## src/rtl/adcseq_pkg.sv

```systemverilog
/*
  Package for the conversion sequencer: state encoding, clock-mode codes,
  timing figures and the cycle counts derived from them.
  Assumes a 25 MHz block clock.
*/
package adcseq_pkg;

  // Block clock
  localparam int CLK_NS = 40;

  // Sampling ends about this long after the start edge in mode 01
  localparam int SAMP_NS = 500;
  localparam logic [10:0] SAMP_CYC = 11'(SAMP_NS / CLK_NS);
  // Acquisition after wake-up in the internally timed modes
  localparam int ACQ_NS = 1400;
  localparam logic [10:0] ACQ_CYC = 11'((ACQ_NS + CLK_NS - 1) / CLK_NS);
  // Reference power-up before a temperature conversion
  localparam int REF_NS = 45000;
  localparam logic [10:0] REF_CYC = 11'((REF_NS + CLK_NS - 1) / CLK_NS);

  // Clock modes
  localparam logic [1:0] MODE_PIN_SCAN = 2'h0;
  localparam logic [1:0] MODE_PIN_EACH = 2'h1;
  localparam logic [1:0] MODE_CMD_SCAN = 2'h2;
  localparam logic [1:0] MODE_SCLK = 2'h3;

  // Serial framing
  localparam logic [3:0] BITS_PER_BYTE = 4'h8;
  localparam logic [7:0] NOP_BYTE = 8'h00;
  localparam int CONV_CMD_BIT = 7;
  localparam logic [1:0] NOPS_TO_SLEEP = 2'h2;

  // Offset-binary to two's complement flip
  localparam logic [11:0] SIGN_FLIP = 12'h800;
  localparam logic [3:0] LEAD_ZEROS = 4'h0;

  // Reset values
  localparam logic [7:0] TX_RESET = 8'h00;

  typedef enum logic [2:0] {
    ST_IDLE = 3'b000,
    ST_WAKE = 3'b001,
    ST_TEMP = 3'b011,
    ST_SAMP = 3'b010,
    ST_CONV = 3'b110,
    ST_DONE = 3'b111
  } adcseq_fsm_type;

endpackage

```

## src/rtl/adcseq_top.sv

```systemverilog
/*
  Conversion sequencer: serial byte receiver, result FIFO with byte reads,
  four clock modes, averaging, temperature ordering and end-of-conversion.
  Assumes an analog core with a req/done handshake returning offset-binary
  codes, and a serial clock far slower than clk.
*/
// Function
// Bipolar and temperature results in two's complement
// Partial first byte read skips to second
// Partial second byte drops rest, keeps FIFO
// Write aborted before eight clocks is ignored
// Host waits for end-of-conversion before select
// Mode 00 scan starts on pin low pulse
// Modes 00/10 scan, store, shut down, flag
// Temperature result precedes all channel results
// Host no new start before end-of-conversion
// Mode 01 host holds start low 1.4us
// Mode 01 internal reference adds 45us
// Mode 01 temperature timed internally
// Mode 01 rising edge samples, converts, flags
// Flag held low until select or start; start falling releases it only outside mode 10
// Host gives one pulse per conversion
// Averaged result stored, then next channel
// Mode 01 temperature on first edge after command
// Mode 10 default; command byte starts scan
// Mode 11 single sclk conversion, no FIFO
// Mode 11 host sends sixteen clocks after command
// Mode 11 host interleaves one no-op byte
// Two no-ops power down unless bias kept
// Result as two bytes, four leading zeros
`timescale 1ns/1ps
module adcseq_top #(
  parameter int DEPTH = 16
) (
  // Clock and reset
  input wire logic clk,
  input wire logic sys_rst,
  // Serial port pins
  input wire logic cs_n,
  input wire logic sclk,
  input wire logic mosi,
  output logic dout,
  // Conversion start and end pins
  input wire logic conv_start_n,
  output logic eoc_n,
  // Configuration
  input wire logic [1:0] clock_mode,
  input wire logic [3:0] scan_last,
  input wire logic [2:0] avg_log2,
  input wire logic temp_req,
  input wire logic bipolar,
  input wire logic bias_keep_on,
  // Analog core
  output logic analog_on,
  output logic adc_req,
  output logic adc_temp,
  output logic [3:0] adc_chan,
  input wire logic adc_done,
  input wire logic [11:0] adc_data,
  // Status
  output logic [4:0] fifo_level
);

  localparam int PW = $clog2(DEPTH);
  localparam int SAMP_LO = int'(adcseq_pkg::SAMP_CYC);
  localparam int SAMP_HI = SAMP_LO + 3;

  typedef struct packed {
    adcseq_pkg::adcseq_fsm_type state;
    logic [10:0] wait_cnt;
    logic [3:0] chan;
    logic [3:0] avg_cnt;
    logic [15:0] acc;
    logic temp_pend;
    logic is_temp;
    logic armed;
    logic [7:0] rx_sh;
    logic [3:0] bit_cnt;
    logic byte_sel;
    logic [7:0] tx_sh;
    logic [15:0] m11_sh;
    logic [1:0] nop_cnt;
    logic sclk_d;
    logic cs_d;
    logic cst_d;
    logic eoc_n;
    logic analog_on;
    logic adc_req;
    logic dout;
    logic [DEPTH-1:0][11:0] mem;
    logic [PW-1:0] wr_ptr;
    logic [PW-1:0] rd_ptr;
    logic [4:0] count;
  } adcseq_state_type;

  adcseq_state_type q, d;
  logic [3:0] pin_s;
  logic cs_s, sclk_s, mosi_s, cst_s;
  logic sclk_rise, sclk_fall, cs_rise, cs_fall, cst_rise, cst_fall;
  logic byte_ev, conv_cmd, nop_cmd, adv, push, pop, fifo_empty;
  logic [7:0] rx_byte, cur_byte;
  logic [11:0] push_data;

  ////////////////////////////////////////////////////////////////////////
  // Pin synchronisers and edges

  adcseq_sync #(.W(4)) u_sync (
    .clk(clk),
    .sys_rst(sys_rst),
    .async_in({~cs_n, sclk, mosi, ~conv_start_n}),
    .sync_out(pin_s)
  );

  // Active-low pins pass inverted: a cleared synchroniser then reads idle, no false edge
  assign {cs_s, sclk_s, mosi_s, cst_s} = pin_s ^ 4'h9;
  assign sclk_rise = sclk_s & ~q.sclk_d;
  assign sclk_fall = ~sclk_s & q.sclk_d;
  assign cs_rise = cs_s & ~q.cs_d;
  assign cs_fall = ~cs_s & q.cs_d;
  assign cst_rise = cst_s & ~q.cst_d;
  assign cst_fall = ~cst_s & q.cst_d;
  assign fifo_empty = (q.count == 5'h00);
  assign rx_byte = {q.rx_sh[6:0], mosi_s};
  // Four zeros and the high four bits, then the low eight bits
  assign cur_byte = fifo_empty ? adcseq_pkg::TX_RESET :
                    q.byte_sel ? q.mem[q.rd_ptr][7:0] :
                    {adcseq_pkg::LEAD_ZEROS, q.mem[q.rd_ptr][11:8]};

  ////////////////////////////////////////////////////////////////////////
  // Next state

  always_comb begin
    logic [11:0] code;
    logic [15:0] acc_n;
    logic last_avg;
    code = '0;
    acc_n = '0;
    last_avg = 1'b0;
    d = q;
    byte_ev = 1'b0;
    adv = 1'b0;
    push = 1'b0;
    pop = 1'b0;
    push_data = '0;
    d.sclk_d = sclk_s;
    d.cs_d = cs_s;
    d.cst_d = cst_s;

    // Serial receive; a byte counts only after all eight clocks
    if (cs_fall) begin
      d.bit_cnt = '0;
      d.tx_sh = cur_byte;
    end
    if (!cs_s && sclk_rise) begin
      d.rx_sh = rx_byte;
      if (q.bit_cnt == adcseq_pkg::BITS_PER_BYTE - 4'h1) begin
        byte_ev = 1'b1;
        adv = 1'b1;
        d.bit_cnt = '0;
      end else begin
        d.bit_cnt = q.bit_cnt + 4'h1;
      end
    end
    if (cs_rise && q.bit_cnt != 4'h0) begin
      adv = 1'b1;
      d.bit_cnt = '0;
    end
    if (!cs_s && sclk_fall) begin
      d.tx_sh = (q.bit_cnt == 4'h0) ? cur_byte : {q.tx_sh[6:0], 1'b0};
    end
    if (!cs_s && sclk_rise && clock_mode == adcseq_pkg::MODE_SCLK) begin
      d.m11_sh = {q.m11_sh[14:0], 1'b0};
    end
    conv_cmd = byte_ev && rx_byte[adcseq_pkg::CONV_CMD_BIT];
    nop_cmd = byte_ev && rx_byte == adcseq_pkg::NOP_BYTE;

    // Unread bits of a half-read byte are dropped
    if (adv && !fifo_empty && clock_mode != adcseq_pkg::MODE_SCLK) begin
      d.byte_sel = ~q.byte_sel;
      pop = q.byte_sel;
    end

    // End-of-conversion released by select falling, or by start falling outside mode 10
    if (cs_fall || (cst_fall && clock_mode != adcseq_pkg::MODE_CMD_SCAN)) begin
      d.eoc_n = 1'b1;
    end

    // Two no-ops after a conversion byte put the analog cells to sleep
    if (clock_mode == adcseq_pkg::MODE_SCLK && nop_cmd && q.state == adcseq_pkg::ST_IDLE) begin
      if (q.nop_cnt != adcseq_pkg::NOPS_TO_SLEEP) begin
        d.nop_cnt = q.nop_cnt + 2'h1;
      end
      if (q.nop_cnt + 2'h1 == adcseq_pkg::NOPS_TO_SLEEP && !bias_keep_on) begin
        d.analog_on = 1'b0;
      end
    end

    case (q.state)
      adcseq_pkg::ST_IDLE: begin
        if ((clock_mode == adcseq_pkg::MODE_PIN_SCAN && cst_rise) ||
            (clock_mode == adcseq_pkg::MODE_CMD_SCAN && conv_cmd)) begin
          d.state = adcseq_pkg::ST_WAKE;
          d.wait_cnt = adcseq_pkg::ACQ_CYC;
          d.analog_on = 1'b1;
          d.chan = '0;
          d.avg_cnt = '0;
          d.acc = '0;
          d.temp_pend = temp_req;
          d.wr_ptr = '0;
          d.rd_ptr = '0;
          d.count = '0;
          d.byte_sel = 1'b0;
        end else if (clock_mode == adcseq_pkg::MODE_PIN_EACH) begin
          if (conv_cmd) begin
            d.armed = 1'b1;
            d.temp_pend = temp_req;
            d.chan = '0;
            d.avg_cnt = '0;
            d.acc = '0;
            d.wr_ptr = '0;
            d.rd_ptr = '0;
            d.count = '0;
            d.byte_sel = 1'b0;
          end else if (q.armed && cst_fall) begin
            d.analog_on = 1'b1; // Tracking while start is low
          end else if (q.armed && cst_rise) begin
            d.analog_on = 1'b1;
            d.state = q.temp_pend ? adcseq_pkg::ST_TEMP : adcseq_pkg::ST_SAMP;
            d.wait_cnt = q.temp_pend ? adcseq_pkg::REF_CYC : adcseq_pkg::SAMP_CYC;
          end
        end else if (clock_mode == adcseq_pkg::MODE_SCLK && conv_cmd) begin
          d.state = adcseq_pkg::ST_CONV;
          d.adc_req = 1'b1;
          d.is_temp = temp_req;
          d.analog_on = 1'b1;
          d.nop_cnt = '0;
        end
      end
      adcseq_pkg::ST_WAKE: begin
        d.wait_cnt = q.wait_cnt - 11'h1;
        if (q.wait_cnt == 11'h1) begin
          d.state = q.temp_pend ? adcseq_pkg::ST_TEMP : adcseq_pkg::ST_SAMP;
          d.wait_cnt = q.temp_pend ? adcseq_pkg::REF_CYC : 11'h1;
        end
      end
      adcseq_pkg::ST_TEMP, adcseq_pkg::ST_SAMP: begin
        d.wait_cnt = q.wait_cnt - 11'h1;
        if (q.wait_cnt <= 11'h1) begin
          d.state = adcseq_pkg::ST_CONV;
          d.adc_req = 1'b1;
          d.is_temp = (q.state == adcseq_pkg::ST_TEMP);
        end
      end
      adcseq_pkg::ST_CONV: begin
        if (adc_done) begin
          d.adc_req = 1'b0;
          if (clock_mode == adcseq_pkg::MODE_SCLK) begin
            code = adc_data ^ ((q.is_temp || bipolar) ? adcseq_pkg::SIGN_FLIP : 12'h000);
            d.m11_sh = {adcseq_pkg::LEAD_ZEROS, code};
            d.is_temp = 1'b0;
            d.state = adcseq_pkg::ST_IDLE;
          end else if (q.is_temp) begin
            push = 1'b1;
            push_data = adc_data ^ adcseq_pkg::SIGN_FLIP;
            d.temp_pend = 1'b0;
            d.is_temp = 1'b0;
            d.state = (clock_mode == adcseq_pkg::MODE_PIN_EACH) ? adcseq_pkg::ST_DONE :
                      adcseq_pkg::ST_SAMP;
            d.wait_cnt = 11'h1;
          end else begin
            acc_n = q.acc + {4'h0, adc_data};
            last_avg = (q.avg_cnt == 4'((5'h01 << avg_log2) - 5'h01));
            d.acc = acc_n;
            d.avg_cnt = q.avg_cnt + 4'h1;
            d.state = (clock_mode == adcseq_pkg::MODE_PIN_EACH) ? adcseq_pkg::ST_DONE :
                      adcseq_pkg::ST_SAMP;
            d.wait_cnt = 11'h1;
            if (last_avg) begin
              push = 1'b1;
              push_data = (12'(acc_n >> avg_log2)) ^
                          (bipolar ? adcseq_pkg::SIGN_FLIP : 12'h000);
              d.acc = '0;
              d.avg_cnt = '0;
              d.chan = q.chan + 4'h1;
              if (q.chan == scan_last) begin
                d.chan = '0;
                d.armed = 1'b0;
                d.state = adcseq_pkg::ST_DONE;
              end
            end
          end
        end
      end
      adcseq_pkg::ST_DONE: begin
        d.analog_on = 1'b0;
        d.eoc_n = 1'b0;
        d.state = adcseq_pkg::ST_IDLE;
      end
      default: begin
        d.state = adcseq_pkg::ST_IDLE;
      end
    endcase

    // FIFO bookkeeping; pushes beyond depth are lost
    if (push && q.count != 5'(DEPTH)) begin
      d.mem[d.wr_ptr] = push_data;
      d.wr_ptr = d.wr_ptr + PW'(1);
    end
    if (pop) begin
      d.rd_ptr = q.rd_ptr + PW'(1);
    end
    d.count = d.count + ((push && q.count != 5'(DEPTH)) ? 5'h01 : 5'h00) -
              (pop ? 5'h01 : 5'h00);
    d.dout = (clock_mode == adcseq_pkg::MODE_SCLK) ? d.m11_sh[15] : d.tx_sh[7];
  end

  always_ff @(posedge clk or posedge sys_rst) begin
    if (sys_rst) begin
      q <= '0;
      q.state <= adcseq_pkg::ST_IDLE;
      q.eoc_n <= 1'b1;
      q.cs_d <= 1'b1;
      q.cst_d <= 1'b1;
    end else begin
      q <= d;
    end
  end

  assign dout = q.dout;
  assign eoc_n = q.eoc_n;
  assign analog_on = q.analog_on;
  assign adc_req = q.adc_req;
  assign adc_temp = q.is_temp;
  assign adc_chan = q.chan;
  assign fifo_level = q.count;
endmodule

```

## src/rtl/adcseq_sync.sv

```systemverilog
/*
  Two-flop synchroniser for a group of asynchronous level inputs.
  Assumes the inputs carry no multi-bit value that must stay coherent.
*/
`timescale 1ns/1ps
module adcseq_sync #(
  parameter int W = 4
) (
  // Clock and reset
  input wire logic clk,
  input wire logic sys_rst,
  // Levels
  input wire logic [W-1:0] async_in,
  output logic [W-1:0] sync_out
);

  typedef struct packed {
    logic [W-1:0] meta;
    logic [W-1:0] stable;
  } adcseq_sync_type;

  adcseq_sync_type q, d;

  always_comb begin
    d = q;
    d.meta = async_in;
    d.stable = q.meta;
  end

  always_ff @(posedge clk or posedge sys_rst) begin
    if (sys_rst) begin
      q <= '0;
    end else begin
      q <= d;
    end
  end

  assign sync_out = q.stable;

endmodule

```

## config.mk

```make
export PLATFORM = sky130hd
export DESIGN_NAME = adcseq_top
export DESIGN_NICKNAME = d
export VERILOG_FILES = /design/src/rtl/adcseq_pkg.sv /design/src/rtl/adcseq_top.sv /design/src/rtl/adcseq_sync.sv
export SDC_FILE = /design/constraint.sdc
export NUM_CORES = 1
export LEC_CHECK = 0
export BUFFER_PORTS_ARGS = -buffer_cell sky130_fd_sc_hd__buf_4
export CAP_MARGIN = 25
export CORE_UTILIZATION = 35
export DETAILED_ROUTE_END_ITERATION = 10
export HOLD_SLACK_MARGIN = 0.03
export PLACE_DENSITY_LB_ADDON = 0.25
export RECOVER_POWER = 100
export SETUP_SLACK_MARGIN = 0.3
export SLEW_MARGIN = 0
export SYNTH_ARGS = -nofsm -noshare
export SYNTH_HDL_FRONTEND = slang
export SYNTH_SLANG_ARGS = --single-unit
```

## constraint.sdc

```tcl
create_clock -name clk -period 24.9 [get_ports clk]
set_clock_uncertainty 0.1 [all_clocks]
set_input_delay 2.49 -clock clk [delete_from_list [all_inputs] [get_ports clk]]
set_output_delay 2.49 -clock clk [all_outputs]
set_load 0.01 [all_outputs]
```

* Word level (Yosys, flattened, before mapping)
Index checks and enable logic that the tools add are counted.
Storage, ports and cells: flip-flop bits (word level) 299, output and inout port bits 14, word-level logic and storage cells 277
Operators by class: add/subtract/negate cells 11, magnitude comparators 4, equal/unequal tests 39, shift-type cells 2, muxes and demuxes 110, bitwise operators 19, reductions and logical operators 49
Operator list (count):
- 192-bit bitwise mux | 1
- 12-bit 2-to-1 mux | 9
- 36-bit 2-to-1 mux | 2
- 14-bit 2-to-1 mux | 5
- 16-bit 2-to-1 mux | 4
- 13-bit 2-to-1 mux | 4
- 25-bit one-hot mux with 2 select lines | 1
- 12-bit binary-select mux with 4-bit select | 1
- 12-bit demux with 4-bit select | 1
- 24-bit 2-to-1 mux | 2
- 11-bit one-hot mux with 4 select lines | 1
- 1-bit 2-to-1 mux | 41
- 41-bit 2-to-1 mux | 1
- 8-bit 2-to-1 mux | 5
- 39-bit 2-to-1 mux | 1
- 4-bit 2-to-1 mux | 7
- 2-bit != test (second input constant) | 14
- 25-bit 2-to-1 mux | 1
- 12-bit bitwise XOR | 2
- 11-bit 2-to-1 mux | 2
- 3-bit 2-to-1 mux | 7
- 7-bit AND reduction | 3
- 4-bit by 1-bit adder with 4-bit output (second input constant) | 5
- 1-bit logical AND | 19
- other kinds (47) | 95

* Longest topological paths before layout
Gate-level depths: netlist of the first run.
word-level depth 14, mapped depth 18, gate-level depth less buffers 15

* Cells and area by module
From an unflattened synthesis of the first run, not the netlist that was laid out.
Unflattened totals: cell total of the unflattened synthesis 1534, area, all modules 15698.8 um2
By module, submodules not included:
- adcseq_top | instances 1, cells each 1525, area each 15494.9 um2, sequential area each 7285.7 um2
- adcseq_sync | instances 1, cells each 9, area each 203.9 um2, sequential area each 200.2 um2

* Least setup slack after synthesis of the first run
OpenSTA, ideal clock, no wires.
path type input-to-reg, start input port avg_log2[0], end register q, in the netlist fifo_level[4], library setup time 124 ps, arrival time 5777 ps, data required time 24676 ps, slack 18898 ps, stages on the path 18, buffers on the path 3, cell sequence buf_2 -> clkinv_1 -> buf_1 -> nand2_1 -> ha_1 -> xnor2_1 -> xnor2_1 -> a211oi_2 -> o211a_1 -> buf_4 -> inv_1 -> ha_1 -> inv_1 -> ha_1 -> fa_1 -> a21o_1 -> a21oi_1 -> xnor2_1
RTL lines:
- from (decl) | line adcseq_top.sv:49 | input wire logic [2:0] avg_log2,
- to (decl) | line adcseq_top.sv:96 | adcseq_state_type q, d;

==> results.md, run 1 <==
* Worst reg-to-reg setup slack at 19.17 ns
* CP peak stage delay at 2.65 ns
* Async set or reset register ratio after synthesis at 100%
* CP max stage cell: clkbuf_1
* Input/output buffers at 44
* Placed insts at 2097
* Metal3 WL at 1.38 mm
* # rows at 77
* Sum Neg Setup Slack at 0 ns
* Final Critical Period at 9.94 ns
* Initial core utilization at 35.6%
* Leading cell type in the layout, fill and taps excluded: dfrtp_1
* DRT met1 WL at 19.3 mm
* DP HPWL at 27.2 mm
* Clock power share at 31.0%
* Fin cells at 2162
* Arrival @ worst endpoint at 9.60 ns
* CP Capture Type: async pin
* Cell Pwr Density at 92.4 mW/mm²
* Yosys cell types at 86
* Mapped Cells at 1546
* Switching Share at 34.8%
* Most used DFF post-synth: dfrtp_1
* Synth warnings at 0
* Drt total wl at 39.8 mm
* Largest net degree at the start of global routing at 147
* Number of flops mapped to enable cells by yosys at 0
* Skew-Pair Late Insertion Delay at 0.51 ns
* Critical path class: input pin to async pin
* Startpoint types: input pin
* Combinational share of power at 31.4%
* Max-slew headroom at -341%
* Max-slew violations at 306
* Syn nets at 1611
* # DRC at 0
* GPL Wtd Cong at 0.836
* Total CTS buffers at 36
* Max-Cap Viols at 4
* Worst-path cell chain: clkbuf_4 > clkinvlp_2 > clkbuf_1 > clkbuf_1 > clkbuf_1 > clkbuf_1
* Max FO, Critical Path at 70
* Clock buffer depth at 3
* Wire per inst at 18.4 µm
* Io pins at 45
* Power Total at 1620 µW
* Setup violators final at 0
* GRT overflow at 0
* Wire length on met2 at 18.4 mm
* Period utilization at 39.9%
* First-pass iteration count of the detailed router at 5
* Layout area overhead at 11.1%
* Post-synthesis mux area share at 13.9%
* Share of cells above drive strength 1 at 15.5%
* Post-CTS Setup Bufs at 0
* Routed Antenna Nets at 0
* Cell Area, Synth at 0.0158 mm²
* Internal power at 1060 µW
* Die X at 214 µm
* Via count at 11628
* Status: complete, but fails checks
* Clock Sinks at 299
* F_max at 0.101 GHz
* #FFs+latches synth at 299
* Antenna Cells at 0
* Final #Nets at 1615
* Initial DRC count at 803
* Post-Synth Simple-Gate Area at 14.6%
* CTS tree: built
* Die Area at 0.0460 mm²
* DR vias/cell at 5.38
* Sequential fraction of the synthesis area at 47.4%
* Hold Path Class: register to register
* Post-CTS sizing at 0
* First-pass GRT wire length at 66.1 mm
* Total GRT Usage at 17.8%
* Failing checks: max-capacitance violations, max-slew violations
* Worst Tran Pin Value at 6.61 ns
* Clk slew on worst S/H paths at 0.05 ns
* Area of the core at 0.0444 mm²
* Vias in the first global route at 11751
* NetSw at 565 µW
* RSZ-0062 raised after global routing: false
* # hold bufs at CTS at 0
* Worst vdd ir at 0.0408 mV
* Die height at 214 µm
* Most used cell along the critical path: clkbuf_1
* H-Tree Level Count at 2
* Synth Area in XOR/XNOR at 1.55%
* Hold Fails Final Rpt at 0
* Seq pwr share at 37.6%
* Main combinational cell family by area after synthesis: compound AO/OA/AOI/OAI gates
* Syn avg cell area at 10.2 µm²
* Commonest cells after routing, fill and taps aside: dfrtp_1, nand2_1, nor2_1, o21ai_0, a21oi_1
* Max Used Layer: met4
* Clk root buf: clkbuf_16
* Initial antenna violation count at 0
* Synth Area in Compound Gates at 15.8%
* Worst path required time at 24.56 ns
* Leak at 0.00768 µW
* Adder-cell share of the synthesized area at 2.79%
==> registers in the layout, summed over array words and instances, names as in the netlist <==
signal / flops
adc_chan: 4
adc_req: 1
adc_temp: 1
analog_on: 1
dout: 1
eoc_n: 1
fifo_level: 5
q: 277
u_sync.d: 4
u_sync.sync_out: 4
==> cell type report <==
type	instances	area, µm²
well taps	592	741
multi-input cells	1110	7670
inverters	34	129
clock inverters	6	55.1
clock buffers	52	1060
flip-flops and latches	299	7490
fillers	4395	26900
repair buffers	69	417
==> worst max-delay path: cells and delay by family <==
| kind | cells | cell delay, ns |
|---|---|---|
| buf+inv | 6 | 7.04 |
==> per-stage QoR <==
stage          hold slack, ns  utilization, %  area, µm²  setup WS (ns)
3_3_place_gp            0.237            37.2      16500          18.40
5_1_grt                 0.259            39.5      17600          13.17
3_5_place_dp            0.240            37.2      16500          18.37
6_report                0.248            39.5      17600          14.96
2_1_floorplan           0.231               -      15800          14.05
4_1_cts                 0.253            39.8      17700          18.90
==> Yosys cell counts (15+ instances only) <==
master / instances / area share [%]
a21o_1: 15 / 0.71
a21oi_1: 91 / 2.9
a31oi_1: 48 / 1.9
buf_2: 25 / 0.79
buf_4: 19 / 0.90
clkbuf_1: 50 / 1.2
dfrtp_1: 296 / 47
ha_1: 32 / 2.5
inv_1: 31 / 0.74
mux2_2: 51 / 3.6
mux4_2: 67 / 9.5
nand2_1: 206 / 4.9
nand3_1: 18 / 0.57
nor2_1: 183 / 4.3
nor2b_1: 16 / 0.63
nor3_1: 19 / 0.60
o21ai_0: 103 / 3.3
o21ai_1: 27 / 0.86
xnor2_1: 20 / 1.1
==> routing by layer <==
metal  vias to the layer above  GRT usage, %
li1                       5513             -
met1                      5890          25.9
met2                       182          28.1
met3                        43          2.44
met4                         0          3.93
met5                         -             0
==> cell families (layout without fill, tap and decap cells) <==
kind of cell,Yosys count,in the layout
buffers and inverters,137,161
XOR/XNOR,28,28
flip-flops,299,299
adder cells (fa/ha/maj),34,34
AO/OA/AOI/OAI,389,389
multiplexers,130,130
AND/OR/NAND/NOR,529,529
==> power by group through the flow <==
stage	combinational (µW)	sequential, µW	clock [µW]
3_3_place_gp	508	616	0
5_1_grt	572	620	537
6_report	510	610	503
4_1_cts	517	610	516
3_5_place_dp	515	618	0
2_1_floorplan	408	589	0
==> final timing paths <==
path / start / end / cells after the start
setup reg to reg: q[5] / dout / 6
hold reg to reg: u_sync.d[2] / u_sync.sync_out[2] / 0
max in group clk: avg_log2[0] / q[54] / 11
setup / recovery: sys_rst / q[130] / 6
min in group asynchronous: sys_rst / q[211] / 2
hold / removal: u_sync.d[2] / u_sync.sync_out[2] / 0
Power figures use the tool's default switching activity.
==> run 2: changes to the inputs <==
ABC_AREA = 1   (was not set)
clock period = 8.57 ns   (was 24.9 ns; I/O delays follow)
==> results.md, run 2 <==
* Status: complete, but fails checks
* Failing checks: max-capacitance violations, max-slew violations
* Max-slew violations at 109 (-64%)
* Worst vdd ir at 0.166 mV (+310%)
* Die height at 219 µm (+2.0%)
* Layout area overhead at 10.3%
* Cell Pwr Density at 282 mW/mm² (+210%)
* F_max at 0.164 GHz
* Setup violators final at 0 (unchanged)
* Leading cell type in the layout, fill and taps excluded: nand2_1
* Initial core utilization at 35.4% (-0.16 points)
* First-pass iteration count of the detailed router at 5 (unchanged)
* Io pins at 45 (unchanged)
* Max-slew headroom at -97.1% (+240 points)
* Mapped Cells at 2182 (+41%)
* Total CTS buffers at 37 (+2.8%)
* CTS tree: built
* Clock Sinks at 299 (unchanged)
* Largest net degree at the start of global routing at 157 (+6.8%)
* Post-CTS Setup Bufs at 0 (unchanged)
* Synth top cells by count: nand2_1, nand3_1, dfrtp_1
* Combinational share of power at 35.2% (+3.8 points)
* Skew-Pair Late Insertion Delay at 0.56 ns (+0.05 ns)
* Wire per inst at 18.6 µm (+1.1%)
* Seq pwr share at 33.8% (-3.8 points)
* Clk root buf: clkbuf_16
* Max-Cap Viols at 2 (-2)
* Internal power at 3060 µW (+190%)
* R2R cell count at 16 (+10)
* Input/output buffers at 44 (unchanged)
* Routed Antenna Nets at 0 (unchanged)
* Clk slew on worst S/H paths at 0.05 ns (about the same)
* Area of the core at 0.0465 mm² (+4.6%)
* Via count at 14833 (+28%)
* Leak at 0.00917 µW (+19%)
* CP startpoint: avg_log2[0]
* Worst reg-to-reg setup slack at 2.93 ns (-16.24 ns)
* Placed insts at 2728 (+30%)
* Critical path class: input pin to register
* Largest Register: q
* Async set or reset register ratio after synthesis at 100% (unchanged)
* Sum Neg Setup Slack at 0 ns (unchanged)
* Syn avg cell area at 7.54 µm² (-26%)
* Most used DFF post-synth: dfrtp_1
* # rows at 79 (+2.6%)
* Drt total wl at 51.9 mm (+30%)
* CP Capture Type: register
* Cell Area, Synth at 0.0165 mm² (+4.1%)
* Max FO, Critical Path at 16 (-77%)
* Final #Nets at 2226 (+38%)
* GRT overflow at 0 (unchanged)
* Die X at 219 µm (+2.0%)
* Vias in the first global route at 14396 (+23%)
* DR vias/cell at 5.31 (-1.2%)
* #FFs+latches synth at 299 (unchanged)
* End of the critical path: q[146]
* Area leader, netlist: dfrtp_1
* Die Area at 0.0479 mm² (+4.1%)
* # hold bufs at CTS at 0 (unchanged)
* NetSw at 2070 µW (+270%)
* Largest cells by area after synthesis: dfrtp_1, nand2_1, nand3_1, o21ai_0, inv_1
* H-Tree Level Count at 2 (unchanged)
* Worst path required time at 8.90 ns (-15.66 ns)
* Syn nets at 2247 (+39%)
* Initial antenna violation count at 0 (unchanged)
* RR Endpoint: q[146]
* Worst Tran Pin Value at 2.96 ns (-3.65 ns)
* Total GRT Usage at 22.2% (+4.4 points)
* Switching Share at 40.3% (+5.5 points)
* Clock power share at 31.0% (about the same)
* Arrival @ worst endpoint at 6.42 ns (-3.18 ns)
* Share of the synthesized area in the top cell type at 45.0% (-1.9 points)
* Launch point of the worst reg-to-reg path: q[289]
* Startpoint types: input pin
* Hold WS at 0.249 ns (+0.00104 ns)
* Synth warnings at 0 (unchanged)
* GPL Wtd Cong at 0.912 (+9.0%)
* Max FFs per register at 277 (unchanged)
* Number of flops mapped to enable cells by yosys at 0 (unchanged)
* RSZ-0062 raised after global routing: false
* Yosys cell types at 57 (-34%)
* Fin cells at 2791 (+29%)
* # DRC at 0 (unchanged)
* Commonest cells after routing, fill and taps aside: nand2_1, nand3_1, dfrtp_1, inv_1, nor2_1
* Final Critical Period at 6.09 ns
* Fillers at 4857 (+11%)
* Post-CTS sizing at 0 (unchanged)
* Clock buffer depth at 3 (unchanged)
* First-pass GRT wire length at 83.4 mm (+26%)
* DP HPWL at 34.0 mm (+25%)
* Initial DRC count at 1519 (+89%)
* Sequential fraction of the synthesis area at 45.5% (-1.9 points)
* Top-count cell post-synth: nand2_1
* Antenna Cells at 0 (unchanged)
* Period utilization at 71.1%
* Hold Path Class: register to register
* Share of cells above drive strength 1 at 6.32% (-9.2 points)
* Hold Fails Final Rpt at 0 (unchanged)
[run 2: cell families (layout without fill, tap and decap cells)]
family	Yosys count	in the layout	synth area share, %
flip-flops	299	299	45.5
XOR/XNOR	30	30	1.60
adder cells (fa/ha/maj)	34	34	2.68
buffers and inverters	301	303	7.66
AO/OA/AOI/OAI	304	304	10.8
AND/OR/NAND/NOR	1212	1212	31.7
multiplexers	2	2	0.129
[run 2: worst min-delay path by stage]
stage | slack, ns | startpoint | depth (start not counted) | endpoint
after floorplan | 0.23 | u_sync.d[0] | 0 | u_sync.sync_out[0]
after global placement | 0.24 | u_sync.d[2] | 0 | u_sync.sync_out[2]
after detailed placement | 0.24 | u_sync.d[0] | 0 | u_sync.sync_out[0]
after CTS | 0.25 | u_sync.d[0] | 0 | u_sync.sync_out[0]
after global routing | 0.26 | u_sync.d[0] | 0 | u_sync.sync_out[0]
final | 0.25 | u_sync.d[0] | 0 | u_sync.sync_out[0]
[run 2: per-layer routing]
layer / track usage [%] / wire (µm)
met5: 0 / 0
met4: 6.11 / 1310
met3: 3.49 / 2920
met2: 34.6 / 23300
met1: 31.8 / 24300
[run 2: critical path, stage by stage]
cell	delay, ns
clkbuf_1	0.53
inv_1	0.39
nor2_1	0.30
nand2_1	0.10
ha_1	0.30
xnor2_1	0.12
nor4_1	0.32
nand2_1	0.21
a21boi_0	1.07
nand2_1	0.55
nor2_1	0.95
inv_1	0.48
nand2_1	0.15
nand2_1	0.07
[run 2: layout make-up]
class / count / area [µm²] / area share [%]
clock buffer: 48 / 1060 / 5.84
sequential: 299 / 7490 / 41.2
tap: 607 / 759 / 4.18
timing repair buffer: 68 / 459 / 2.53
inverter: 173 / 651 / 3.58
multi-input combinational: 1582 / 7580 / 41.7
clock inverter: 14 / 163 / 0.896
[run 2: per-stage QoR]
step | power (µW) | util (%) | setup slack [ns] | area (µm²)
global route | 5450 | 39.1 | 2.01 | 18200
CTS | 5210 | 39.5 | 4.26 | 18400
floorplan | 2980 | - | 3.64 | 16500
detailed placement | 3590 | 36.9 | 3.87 | 17100
global placement | 3580 | 36.9 | 3.96 | 17100
finish | 5130 | 39.1 | 2.48 | 18200
[run 2: power groups by stage]
stage	Combinational, µW	Sequential, µW	Clock [µW]
2_1_floorplan	1280	1710	0
3_3_place_gp	1820	1750	0
3_5_place_dp	1840	1750	0
4_1_cts	1840	1730	1630
5_1_grt	2010	1750	1690
6_report	1810	1730	1590
==> run 3: changes to the inputs <==
ABC_AREA = 0   (was 1)
clock period = 5.65 ns   (was 8.57 ns; I/O delays follow)
==> results.md, run 3 (same netlist as run 1, synthesis figures left out) <==
* Status: complete, but fails checks
* Failing checks: max-capacitance violations, max-slew violations
* Vias in the first global route at 11614 (-19%)
* Placed insts at 2104 (-23%)
* First-pass GRT wire length at 65.8 mm (-21%)
* Max FFs per register at 277 (unchanged)
* # rows at 77 (-2.5%)
* Max-Cap Viols at 4 (+2)
* Final #Nets at 1621 (-27%)
* Worst reg-to-reg setup slack at 1.09 ns (-1.84 ns)
* Hold Path Class: input pin to register
* Worst vdd ir at 0.216 mV (+30%)
* Period utilization at 80.7%
* CP startpoint: q[239]
* DP HPWL at 27.6 mm (-19%)
* RR Endpoint: q[202]
* Startpoint types: register
* Drt total wl at 40.0 mm (-23%)
* Fin cells at 2174 (-22%)
* Clock Sinks at 299 (unchanged)
* Routed Antenna Nets at 0 (unchanged)
* Arrival @ worst endpoint at 4.89 ns (-1.53 ns)
* Worst Tran Pin Value at 2.28 ns (-0.681 ns)
* Io pins at 45 (unchanged)
* Cell Pwr Density at 410 mW/mm² (+45%)
* HP Start: cs_n
* Share of cells above drive strength 1 at 16.2% (+9.9 points)
* H-Tree Level Count at 2 (unchanged)
* End of the critical path: q[202]
* Launch point of the worst reg-to-reg path: q[239]
* Total CTS buffers at 36 (-2.7%)
* Antenna Cells at 0 (unchanged)
* GRT overflow at 0 (unchanged)
* R2R cell count at 13 (-3)
* Die X at 214 µm (-2.0%)
* Clk root buf: clkbuf_16
* Sum Neg Setup Slack at 0 ns (unchanged)
* Worst-path cell chain: ha_1 > and3b_1 > a41oi_1 > nor2_1 > o21ai_0 > clkbuf_1 > nand2_1 > inv_1 > ha_1 > nand2_1 > nor2_1 > clkbuf_1 > mux2_2
* Die height at 214 µm (-2.0%)
* Largest Register: q
* Max-slew headroom at -51.7% (+45 points)
* GPL Wtd Cong at 0.858 (-5.8%)
* Initial antenna violation count at 0 (unchanged)
* Initial DRC count at 890 (-41%)
* RSZ-0062 raised after global routing: false
* Clock buffer depth at 3 (unchanged)
* Max FO, Critical Path at 17 (+1)
* Input/output buffers at 44 (unchanged)
* Setup violators final at 0 (unchanged)
* Area of the core at 0.0444 mm² (-4.4%)
* CP max stage cell: clkbuf_1
* DR vias/cell at 5.36 (+0.87%)
* Worst path bufs/invs at 3 (unchanged)
* Hold Fails Final Rpt at 0 (unchanged)
* Worst path depth at 13 (-1)
* Die Area at 0.0460 mm² (-3.9%)
* Skew-Pair Late Insertion Delay at 0.54 ns (-0.02 ns)
* Initial core utilization at 35.6% (+0.16 points)
* Commonest cells after routing, fill and taps aside: dfrtp_1, nand2_1, nor2_1, o21ai_0, a21oi_1
* Largest net degree at the start of global routing at 160 (+1.9%)
* Wire per inst at 18.4 µm (-1.0%)
* Total GRT Usage at 17.9% (-4.3 points)
* Post-CTS Setup Bufs at 0 (unchanged)
* Crit-path leading delay family: buffers and inverters
* Leak at 0.00774 µW (-16%)
* CTS tree: built
* # DRC at 0 (unchanged)
* CP Capture Type: register
* Fillers at 4368 (-10%)
* Leading cell type in the layout, fill and taps excluded: dfrtp_1
* Max-slew violations at 178 (+63%)
* Via count at 11654 (-21%)
* Clk slew on worst S/H paths at 0.06 ns (about the same)
* Final Critical Period at 4.56 ns
* Layout area overhead at 12.0%
* CP peak stage delay at 0.60 ns (-0.47 ns)
* Critical path class: register to register
* Worst path required time at 5.97 ns (-2.93 ns)
* First-pass iteration count of the detailed router at 5 (unchanged)
* F_max at 0.219 GHz
-- run 3: layer usage --
layer / share of wire (%) / global-route usage, %
met2: 47 / 29.0
met5: 0 / 0
met4: 2.0 / 4.95
met3: 4.0 / 2.64
met1: 47 / 25.0
-- run 3: worst min-delay path by stage --
| stage | end | slack [ns] | cells after the start |
|---|---|---|---|
| 2_1_floorplan | u_sync.sync_out[0] | 0.23 | 0 |
| 3_3_place_gp | u_sync.sync_out[1] | 0.23 | 0 |
| 3_5_place_dp | u_sync.sync_out[1] | 0.23 | 0 |
| 4_1_cts | u_sync.d[3] | 0.03 | 2 |
| 5_1_grt | u_sync.d[3] | 0.07 | 2 |
| 6_report | u_sync.d[3] | 0.08 | 2 |
-- run 3: final cells by class --
cell class              count  area (µm²)  area share [%]
multi-input cells        1110        7680            43.4
flip-flops and latches    299        7490            42.3
clock buffers              58        1120            6.30
well taps                 592         741            4.18
repair buffers             75         487            2.75
inverters                  34         131           0.742
clock inverters             6        66.3           0.374
-- run 3: worst register-to-register path, stage by stage (launching register included) --
cell and delay (ns):
dfrtp_1 0.43, ha_1 0.26, and3b_1 0.27, a41oi_1 0.37, nor2_1 0.16, o21ai_0 0.27, clkbuf_1 0.59, nand2_1 0.26
inv_1 0.14, ha_1 0.17, nand2_1 0.24, nor2_1 0.17, clkbuf_1 0.60, mux2_2 0.41
-- run 3: report_power, final --
part / leakage, µW / switching (µW) / internal [µW] / total (µW)
Sequential: 0.00406 / 361 / 2420 / 2780
Combinational: 0.00310 / 1270 / 904 / 2170
Clock: 0.000583 / 909 / 1400 / 2300
-- run 3: timing repair --
item | CTS | global route
gates resized for setup | 0 | 0
endpoints found under the hold margin | 2 | 38
hold buffers | 2 | 1
-- run 3: per-stage QoR --
step           utilization (%)  setup WS (ns)  power (µW)  hold slack (ns)  area (µm²)
3_5_place_dp              37.4           1.35        5020            0.235       16600
3_3_place_gp              37.4           1.43        5000            0.232       16600
4_1_cts                   40.1           1.74        7360           0.0344       17800
2_1_floorplan                -           1.01        4390            0.231       15800
5_1_grt                   39.9          0.744        7700           0.0660       17700
6_report                  39.9           1.09        7250           0.0798       17700
